File: config.mk
export PLATFORM = sky130hd
export DESIGN_NAME = mains_phase_angle_output_ctrl
export DESIGN_NICKNAME = d
export VERILOG_FILES = /design/src/rtl/triac_ctrl_pkg.sv /design/src/rtl/triac_fire_timer.sv /design/src/rtl/mains_phase_angle_output_ctrl.sv
export SDC_FILE = /design/constraint.sdc
export NUM_CORES = 2
export LEC_CHECK = 0
export ABC_AREA = 1
export BUFFER_PORTS_ARGS = -buffer_cell sky130_fd_sc_hd__buf_4
export CORE_MARGIN = 2
export CORE_UTILIZATION = 50
export DETAILED_ROUTE_END_ITERATION = 12
export PLACE_DENSITY = 0.66
export REMOVE_ABC_BUFFERS = 1
export SLEW_MARGIN = 20
export SYNTH_ARGS = -nofsm -noshare
export SYNTH_HDL_FRONTEND = slang
export SYNTH_HIERARCHICAL = 1
export SYNTH_SLANG_ARGS = --single-unit
File: constraint.sdc
create_clock -name clk_i -period 16.09 [get_ports clk_i]
set_clock_uncertainty 0.15 [all_clocks]
set_input_delay 0.8045 -clock clk_i [delete_from_list [all_inputs] [get_ports clk_i]]
set_output_delay 0.8045 -clock clk_i [all_outputs]
set_load 0.005 [all_outputs]
File: src/rtl/triac_ctrl_pkg.sv
// Shared constants and carrier types for the two-channel mains-synchronised
// triac output controller.
// Assumes a 125 MHz system clock and a zero-cross square wave from the mains.
package triac_ctrl_pkg;

  // ==========================================================================
  // Timing
  localparam int CLK_MHZ        = 125;
  localparam int PHASE_W        = 21;
  localparam int NOM_HALF_US    = 10000;  // 50 Hz half-wave assumed at reset
  localparam int NOM_HALF_CYC   = NOM_HALF_US * CLK_MHZ;
  localparam int ZC_TIMEOUT_US  = 15000;  // No crossing for this long: lost
  localparam int ZC_TIMEOUT_CYC = ZC_TIMEOUT_US * CLK_MHZ;
  localparam int MIN_HALF_US    = 4000;   // Crossing earlier than this: error
  localparam int MIN_HALF_CYC   = MIN_HALF_US * CLK_MHZ;
  localparam logic [2:0] BLANK_EDGES = 3'h6;  // Three mains periods
  localparam logic [3:0] HW_WRAP     = 4'hb;  // Half-wave index runs 0..11

  // ==========================================================================
  // Register offsets
  localparam logic [5:0] OFS_DIG     = 6'h02;
  localparam logic [5:0] OFS_ANG1    = 6'h04;
  localparam logic [5:0] OFS_ANG2    = 6'h06;
  localparam logic [5:0] OFS_PATTERN = 6'h12;
  localparam logic [5:0] OFS_LEAD1   = 6'h14;
  localparam logic [5:0] OFS_LEAD2   = 6'h16;
  localparam logic [5:0] OFS_OUT_CFG = 6'h1c;
  localparam logic [5:0] OFS_TOL     = 6'h1d;
  localparam logic [5:0] OFS_STATUS  = 6'h1e;
  localparam logic [5:0] OFS_FB_MODE = 6'h20;
  localparam logic [5:0] OFS_REQ     = 6'h22;
  localparam logic [5:0] OFS_FB_DIG  = 6'h24;
  localparam logic [5:0] OFS_FB_ANG1 = 6'h26;
  localparam logic [5:0] OFS_FB_ANG2 = 6'h28;

  // ==========================================================================
  // Field positions, limits and reset values
  localparam int CFG_HALF_LSB  = 4;
  localparam int TOL_PLL_BIT   = 7;
  localparam int STAT_ZC_BIT   = 4;
  localparam int STAT_LOST_BIT = 7;
  localparam int REQ_BIT       = 0;
  localparam logic [7:0] OUT_CFG_MASK = 8'h33;
  localparam logic [7:0] OUT_CFG_RST  = 8'h03;
  localparam logic [5:0] LEAD_MIN     = 6'h05;
  localparam logic [5:0] LEAD_MAX     = 6'h32;
  localparam logic [6:0] ANGLE_MAX    = 7'h64;
  localparam logic [4:0] THR_MAX      = 5'h1e;

  // ==========================================================================
  // Types
  typedef enum logic [1:0] {
    MODEL_STD  = 2'b00,
    MODEL_OSP  = 2'b01,
    MODEL_FREQ = 2'b10
  } func_model_e;

  typedef struct packed {
    logic        wr;
    logic        rd;
    logic [5:0]  addr;
    logic [15:0] wdata;
  } reg_req_s;

  typedef struct packed {
    logic [6:0] angle;
    logic [5:0] lead;
    logic       hw_en;
    logic       blank;
  } chan_cmd_s;

endpackage

File: src/rtl/triac_fire_timer.sv
// Firing window of one triac channel within the current half-wave.
// Assumes phase and half-wave length come registered from the controller.
`timescale 1ns/1ps
`default_nettype none
module triac_fire_timer
  import triac_ctrl_pkg::*;
(
  input  wire logic               clk_i,
  input  wire logic               rst_n_i,
  input  wire logic [PHASE_W-1:0] phase_i,
  input  wire logic [PHASE_W-1:0] half_i,
  input  wire chan_cmd_s          cmd_i,
  output logic                    gate_o
);

  localparam int PROD_W = PHASE_W + 7;

  typedef struct packed {
    logic gate;
  } fire_state_s;

  fire_state_s         s;
  fire_state_s         next_s;
  logic [PROD_W-1:0]   now_scaled;
  logic [PROD_W-1:0]   on_at;
  logic [PROD_W-1:0]   off_at;

  // ==========================================================================
  // Window compare, scaled by 100 so no divider is needed
  always_comb
  begin
    next_s     = s;
    now_scaled = PROD_W'(phase_i) * PROD_W'(ANGLE_MAX);
    on_at      = PROD_W'(half_i) * PROD_W'(ANGLE_MAX - cmd_i.angle);
    off_at     = PROD_W'(half_i) * PROD_W'(ANGLE_MAX - {1'b0, cmd_i.lead});
    next_s.gate = cmd_i.hw_en && !cmd_i.blank && (cmd_i.angle != 7'h00)
                  && (now_scaled >= on_at) && (now_scaled < off_at);
  end

  // State register
  always_ff @(posedge clk_i or negedge rst_n_i)
  begin
    if (!rst_n_i)
      s <= '0;
    else
      s <= next_s;
  end

  assign gate_o = s.gate;
endmodule
`default_nettype wire

File: src/rtl/mains_phase_angle_output_ctrl.sv
// Two-channel mains-synchronised triac controller: register file, zero-cross
// tracking, fault blanking, half-wave patterns and fallback outputs.
// Assumes register writes arrive on the documented register port, and that
// zc_i is a synchronous square wave, high in the positive half-wave.
//
// Behaviour
// Half-wave pattern register acts only in frequency model.
// Per-channel 4-bit code selects 100/50/25/33 half-waves, optional delay.
// Drive ends ahead of zero crossing by a lead of 5..50 percent.
// Config bits 0/1 pick digital or phase-angle source; default angle.
// Config bits 4/5 suppress negative half-wave; default full-wave.
// Half-wave suppression unavailable in frequency model.
// After threshold of crossing errors, output off three periods, resync.
// Error threshold is five bits, 0..30, default 0.
// Bit 7 picks quick or averaging period adjustment.
// Sync-lost status is 1 while crossings are missing, else 0.
// Channels start only after master sets the normal request bit; the code holds this in MODEL_OSP only.
// With request bit set, behave as standard model.
// Request bit 0: 0 fallback, 1 normal; others read 0; fallback at start.
// Fallback mode 0 outputs static values, 1 keeps last valid.
// Static fallback drives digital channels from fallback pattern bits.
// Static fallback drives analog channels at fallback angle, 0..100.
// Fallback values apply only if request bit was set before.
// Communication abort starts fallback output at once.
// Master keeps its bus cycle at 250 us or longer.
// Master uses bus cycle of 150 us or more for per-cycle update.
// Leave fallback only when a transfer delivers a set request bit.
// Angles are percent; above 100 counts as 100.
// Firing instants scale with measured half-wave period.
`timescale 1ns/1ps
`default_nettype none
module mains_phase_angle_output_ctrl
  import triac_ctrl_pkg::*;
#(
  parameter int ZC_TIMEOUT_P = ZC_TIMEOUT_CYC,
  parameter int MIN_HALF_P   = MIN_HALF_CYC
)
(
  input  wire logic        clk_i,
  input  wire logic        rst_n_i,
  input  wire reg_req_s    reg_req_i,
  input  wire logic        comm_ok_i,
  input  wire func_model_e func_model_i,
  input  wire logic        zc_i,
  output logic [1:0]       gate_o,
  output logic             mains_sync_lost_o,
  output logic             normal_mode_o,
  output logic [15:0]      reg_rdata_o
);

  localparam logic [PHASE_W-1:0] TMO    = PHASE_W'(ZC_TIMEOUT_P);
  localparam logic [PHASE_W-1:0] TMO_M1 = PHASE_W'(ZC_TIMEOUT_P - 1);
  localparam logic [PHASE_W-1:0] MINH   = PHASE_W'(MIN_HALF_P);

  typedef struct packed {
    logic [1:0]         dig;
    logic [1:0][6:0]    ang;
    logic [7:0]         pattern;
    logic [1:0][5:0]    lead;
    logic [7:0]         out_cfg;
    logic [4:0]         tol_thr;
    logic               tol_pll;
    logic               req;
    logic               started;
    logic               fb_mode;
    logic [1:0]         fb_dig;
    logic [1:0][6:0]    fb_ang;
    logic [1:0]         last_dig;
    logic [1:0][6:0]    last_ang;
    logic               zc_q;
    logic [PHASE_W-1:0] phase;
    logic [PHASE_W-1:0] half;
    logic               sync_lost;
    logic [4:0]         err_cnt;
    logic               blanking;
    logic [2:0]         blank_cnt;
    logic [3:0]         hw_cnt;
    logic [1:0]         gate;
    logic               normal;
    logic [15:0]        rdata;
  } ctrl_state_s;

  ctrl_state_s          s;
  ctrl_state_s          next_s;
  chan_cmd_s [1:0]      cmd;
  logic [1:0]           gate_w;
  logic                 zc_edge;
  logic                 err_evt;
  logic                 fallback;
  logic [PHASE_W:0]     pll_sum;
  logic                 sel_dig;
  logic [6:0]           sel_ang;

  // ==========================================================================
  // Helpers
  // Values above 100 percent saturate
  function automatic logic [6:0] clamp_angle(input logic [7:0] v);
    clamp_angle = (v > {1'b0, ANGLE_MAX}) ? ANGLE_MAX : v[6:0];
  endfunction

  // Out-of-range leads snap to the nearest legal percentage
  function automatic logic [5:0] clamp_lead(input logic [7:0] v);
    if (v < {2'b00, LEAD_MIN})
      clamp_lead = LEAD_MIN;
    else if (v > {2'b00, LEAD_MAX})
      clamp_lead = LEAD_MAX;
    else
      clamp_lead = v[5:0];
  endfunction

  // Half-wave pattern; code bit 3 is ignored, so codes 8..15 act as codes 0..7
  function automatic logic hw_ok(input logic [3:0] code, input logic [3:0] hw);
    logic [1:0] d;
    logic       ok;
    d = code[2] ? ((code[1:0] == 2'b10) ? 2'h2 : 2'h1) : 2'h0;
    case (code[1:0])
      2'b01:   ok = (hw[0] == d[0]);
      2'b10:   ok = (hw[1:0] == d);
      2'b11:   ok = ((hw % 4'h3) == {2'b00, d});
      default: ok = 1'b1;
    endcase
    hw_ok = ok;
  endfunction

  // ==========================================================================
  // Next-state logic
  always_comb
  begin
    next_s   = s;
    cmd      = '0;
    sel_dig  = 1'b0;
    sel_ang  = 7'h00;
    err_evt  = 1'b0;
    zc_edge  = (zc_i != s.zc_q);
    pll_sum  = {1'b0, s.half} + {1'b0, s.phase};
    fallback = (func_model_i == MODEL_OSP) && !s.req;
    next_s.zc_q   = zc_i;
    next_s.normal = !fallback;

    // Phase counter saturates at the dropout limit
    if (s.phase < TMO)
      next_s.phase = s.phase + 1'b1;
    if ((s.phase == TMO_M1) && !s.sync_lost)
    begin
      next_s.sync_lost = 1'b1;
      err_evt          = 1'b1;
    end

    // Crossing: too early is a fault, otherwise restart the half-wave
    if (zc_edge)
    begin
      if (s.phase < MINH)
        err_evt = 1'b1;
      else
      begin
        next_s.phase     = '0;
        next_s.sync_lost = 1'b0;
        // First crossing after dropout only restarts, it measures nothing
        if (!s.sync_lost)
          next_s.half = s.tol_pll ? pll_sum[PHASE_W:1] : s.phase;
        next_s.hw_cnt = (s.hw_cnt == HW_WRAP) ? 4'h0 : s.hw_cnt + 1'b1;
        if (s.blanking)
        begin
          next_s.blank_cnt = s.blank_cnt + 1'b1;
          // Six whole half-waves must pass after the error's partial one,
          // otherwise the dark time falls short of three periods
          if (s.blank_cnt == BLANK_EDGES)
            next_s.blanking = 1'b0;
        end
      end
    end

    // Error threshold reached: blank for three full periods
    if (err_evt)
    begin
      if (s.err_cnt >= s.tol_thr)
      begin
        next_s.blanking  = 1'b1;
        next_s.blank_cnt = 3'h0;
        next_s.err_cnt   = 5'h00;
      end
      else
        next_s.err_cnt = s.err_cnt + 1'b1;
    end

    // Register writes
    if (reg_req_i.wr)
    begin
      case (reg_req_i.addr)
        OFS_DIG:     next_s.dig = reg_req_i.wdata[1:0];
        OFS_ANG1:    next_s.ang[0] = clamp_angle(reg_req_i.wdata[7:0]);
        OFS_ANG2:    next_s.ang[1] = clamp_angle(reg_req_i.wdata[7:0]);
        OFS_PATTERN: next_s.pattern = reg_req_i.wdata[7:0];
        OFS_LEAD1:   next_s.lead[0] = clamp_lead(reg_req_i.wdata[7:0]);
        OFS_LEAD2:   next_s.lead[1] = clamp_lead(reg_req_i.wdata[7:0]);
        OFS_OUT_CFG: next_s.out_cfg = reg_req_i.wdata[7:0] & OUT_CFG_MASK;
        OFS_TOL:
        begin
          next_s.tol_thr = (reg_req_i.wdata[4:0] > THR_MAX) ?
                           THR_MAX : reg_req_i.wdata[4:0];
          next_s.tol_pll = reg_req_i.wdata[TOL_PLL_BIT];
        end
        OFS_REQ:
        begin
          next_s.req = reg_req_i.wdata[REQ_BIT];
          if (reg_req_i.wdata[REQ_BIT])
            next_s.started = 1'b1;
        end
        OFS_FB_MODE: next_s.fb_mode = reg_req_i.wdata[0];
        OFS_FB_DIG:  next_s.fb_dig = reg_req_i.wdata[1:0];
        OFS_FB_ANG1: next_s.fb_ang[0] = clamp_angle(reg_req_i.wdata[7:0]);
        OFS_FB_ANG2: next_s.fb_ang[1] = clamp_angle(reg_req_i.wdata[7:0]);
        default:     ;
      endcase
    end

    // Lost link drops the request; a stale write must not re-arm it
    if (!comm_ok_i)
      next_s.req = 1'b0;

    // Register reads, answered one cycle later
    if (reg_req_i.rd)
    begin
      case (reg_req_i.addr)
        OFS_STATUS:
        begin
          next_s.rdata                = 16'h0000;
          next_s.rdata[STAT_ZC_BIT]   = s.zc_q;
          next_s.rdata[STAT_LOST_BIT] = s.sync_lost;
        end
        OFS_REQ:  next_s.rdata = {15'h0000, s.req};
        default:  next_s.rdata = 16'h0000;
      endcase
    end

    // Per-channel source selection and half-wave gating
    for (int c = 0; c < 2; c++)
    begin
      if (!fallback)
      begin
        next_s.last_dig[c] = s.dig[c];
        next_s.last_ang[c] = s.ang[c];
        sel_dig = s.dig[c];
        sel_ang = s.ang[c];
      end
      else if (!s.fb_mode)
      begin
        sel_dig = s.fb_dig[c];
        sel_ang = s.fb_ang[c];
      end
      else
      begin
        sel_dig = s.last_dig[c];
        sel_ang = s.last_ang[c];
      end
      // Digital channels fire for the whole window, in step with mains
      cmd[c].angle = s.out_cfg[c] ? sel_ang : (sel_dig ? ANGLE_MAX : 7'h00);
      cmd[c].lead  = s.lead[c];
      if (func_model_i == MODEL_FREQ)
        cmd[c].hw_en = hw_ok(s.pattern[4*c +: 4], s.hw_cnt);
      else
        cmd[c].hw_en = !(s.out_cfg[CFG_HALF_LSB + c] && !s.zc_q);
      // Unsynchronised outputs stay dark, and in fallback model so do never-started ones
      cmd[c].blank = s.blanking || s.sync_lost
                     || ((func_model_i == MODEL_OSP) && !s.started);
    end

    next_s.gate = gate_w;
  end

  // ==========================================================================
  // State register
  always_ff @(posedge clk_i or negedge rst_n_i)
  begin
    if (!rst_n_i)
    begin
      s           <= '0;
      s.lead      <= {LEAD_MIN, LEAD_MIN};
      s.out_cfg   <= OUT_CFG_RST;
      s.half      <= PHASE_W'(NOM_HALF_CYC);
      s.sync_lost <= 1'b1;
    end
    else
      s <= next_s;
  end

  // ==========================================================================
  // Channel firing timers
  for (genvar c = 0; c < 2; c++)
  begin : g_ch
    triac_fire_timer u_fire (
      .clk_i   (clk_i),
      .rst_n_i (rst_n_i),
      .phase_i (s.phase),
      .half_i  (s.half),
      .cmd_i   (cmd[c]),
      .gate_o  (gate_w[c])
    );
  end

  // Outputs straight from the state register
  assign gate_o            = s.gate;
  assign mains_sync_lost_o = s.sync_lost;
  assign normal_mode_o     = s.normal;
  assign reg_rdata_o       = s.rdata;
endmodule
`default_nettype wire

==> metrics.md <==
| Metric | Value |
|---|---|
| Status | finished, final reports clean |
| Actual slew at the worst max-slew pin | 995 ps |
| TNS Setup | 0 ps |
| CTS max path bufs | 2 |
| # DRC | 0 |
| CP Data Required Time | 16330 ps |
| CTS tree | yes |
| CP max FO | 28 |
| Critical Path End Type | register |
| Area of the die | 80700 um2 |
| Area contributors post-synth | fa_1 23%, ha_1 17%, nand2_1 14% |
| Placed insts | 6812 |
| Drt total wl | 114 mm |
| Worst path top cell family by delay | adder cells |
| Clock latency at the later pin of the worst-skew pair | 470 ps |
| Vias in the first global route | 34700 |
| Post-synthesis cell area | 39200 um2 |
| Register area share after synthesis | 9.24% |
| Hold Path Class | reg -> reg |
| Synth warn | 6 |
| Clk root buf | clkbuf_16 |
| Max_cap viols | 0 |
| Post-DP HPWL | 93.5 mm |
| Sink Count | 144 |
| Routability Congestion | 0.970 |
| Slowest stage cell, crit path | clkinv_1 |
| Worst Path Buf+Inv | 9 |
| Area leader, netlist | fa_1 |
| Final count of negative-setup-slack endpoints | 0 |
| Max-slew violations | 0 |
| Die Ht | 284 um |
| Post-CTS Setup Bufs | 0 |
| Filler instances | 7932 |
| Num rows | 102 |
| Endpoints failing hold | 0 |
| Global route overflow | 0 |
| Cell variety after synth | 52 |
| Largest net degree at the start of global routing | 85 |
| Final period util | 53.3% |
| Num ports | 50 |
| Startpoint types | register |
| Antenna Violating Nets Remaining | 0 |
| Antenna violations before repair | 1 |
| Initial DRC Count | 2733 |
| Crit path top cell by count | nand2_1 |
| Initial core utilization | 50.5% |
| Post-Layout Inst Area | 41100 um2 |
| Relative slew slack | 33.5% |
| Per-instance average area after synthesis | 6.75 um2 |
| CTS resizes | 0 |
| PortBufs | 28 |
| First-pass GRT wire length | 185 mm |
| Layout cells sized above 1 | 2.93% |
| H-tree depth | 4 |
| Cts hold-fix bufs | 0 |
| Post-placement cell area | 40500 um2 |
| Via count | 35700 |
| Die X-Extent | 284 um |
| Core area | 77600 um2 |
| Critical path type | reg -> reg |
| First drt pass iteration count | 6 |
| Tmin final | 8580 ps |
| Critical Path AT | 8820 ps |
| Share of the synthesized area in the top cell type | 23.1% |
| Gr usage total | 28.8% |
| Delay of the slowest critical-path stage | 600 ps |
| Finished Layout Cells | 6845 |
| Mapped Cells | 5807 |
| Total CTS buffers | 17 |
| Nets | 6802 |
| Routed WL per cell | 16.6 um |
| Vias/cell | 5.22 |
| Clock slew at reported path FFs | 80 ps |
| Area Growth Syn to Fin | 4.81% |
| #FFs+latches synth | 144 |
| FMAX | 117 MHz |
| RSZ-0062 raised after global routing | no |
layout by cell type, fill, tap and decap left out, types with 12 or more instances in the layout:
| cell | instances |
|---|---|
| buf_4 | 61 |
| clkinv_1 | 26 |
| ha_1 | 528 |
| a21oi_1 | 223 |
| nor3_1 | 39 |
| nand2_2 | 12 |
| nand3b_1 | 13 |
| xor2_1 | 49 |
| dfstp_2 | 15 |
| o21ai_1 | 19 |
| o21bai_1 | 14 |
| nand3_1 | 212 |
| clkbuf_16 | 17 |
| nand2_1 | 1502 |
| xnor2_1 | 62 |
| dfrtp_1 | 129 |
| nor2_2 | 12 |
| fa_1 | 453 |
| conb_1 | 13 |
| nor2_1 | 624 |
| inv_1 | 1411 |
| o21ai_0 | 173 |
| nand4_1 | 89 |
synthesized netlist by cell type (all sizes together):
cell,count
dfstp,15
nor2b,3
o21a,4
o21ai,197
a211oi,3
o2111ai,1
a21oi,225
o221ai,1
nand3b,13
nand3,213
xor2,51
clkinv,26
xnor2,64
o21bai,15
buf,49
fa,453
or2,11
and2,11
a21boi,3
conb,1
a21o,11
nand4,89
mux2,1
nor4,3
o22ai,1
nand2,1514
nor3,44
a31oi,6
o31ai,6
o211ai,3
nor2,636
ha,528
dfrtp,129
clkbuf,60
inv,1417
through the flow:
step | worst slack, ps | hold WS, ps | utilization, %
after floorplan | 8270 | 181 | -
after global placement | 7450 | 192 | 52.2
after detailed placement | 7340 | 189 | 52.2
after CTS | 7580 | 206 | 52.9
after global routing | 6800 | 212 | 52.9
final | 7510 | 203 | 52.9
final cells by class:
cell class	count	area, um2	area share (%)
Clock buffer	17	425	1.04
Timing Repair Buffer	62	469	1.14
Multi-Input combinational cell	4123	29700	72.2
Clock inverter	15	184	0.448
Tap cell	1040	1300	3.17
Antenna cell	1	2.50	0.00609
Sequential cell	144	3620	8.82
Inverter	1443	5420	13.2
kinds of logic after synthesis:
group	count (synthesis)	share of synthesized area, %
mux	1	0.0287
buf+inv	1552	15.3
flops	144	9.24
compound gates	476	6.56
xor+xnor	115	2.67
other cells	1	0.00957
fa+ha+maj	981	40.0
simple gates	2537	26.2
metal layers:
metal	track usage [%]	up-vias	share of wire, %
met5	0	-	0
met4	7.72	0	2.8
met3	3.82	174	7.3
met2	47.0	1067	45
met1	40.1	17000	45
li1	-	17400	-
worst paths after layout:
check | from | end | slack [ps] | cells after the start
worst min register to register | g_ch[1].u_fire/gate_o | gate_o[1] | 200 | 0
worst max-delay path | s[108] | g_ch[0].u_fire/gate_o | 7510 | 36
min in group asynchronous | rst_n_i | s[150] | 220 | 1
worst max register to register | s[108] | g_ch[0].u_fire/gate_o | 7510 | 36
max in group asynchronous | rst_n_i | s[36] | 14130 | 2
worst min-delay path | g_ch[1].u_fire/gate_o | gate_o[1] | 200 | 0
registers in the layout (all words and copies together) (netlist names):
| signal | flops |
|---|---|
| s | 123 |
| g_ch.u_fire/gate_o | 2 |
| gate_o | 2 |
| reg_rdata_o | 3 |
| cmd | 12 |
| normal_mode_o | 1 |
| mains_sync_lost_o | 1 |
Power is not shown: default switching activity piles up to over one toggle a cycle in this logic, so the estimate is an artifact.
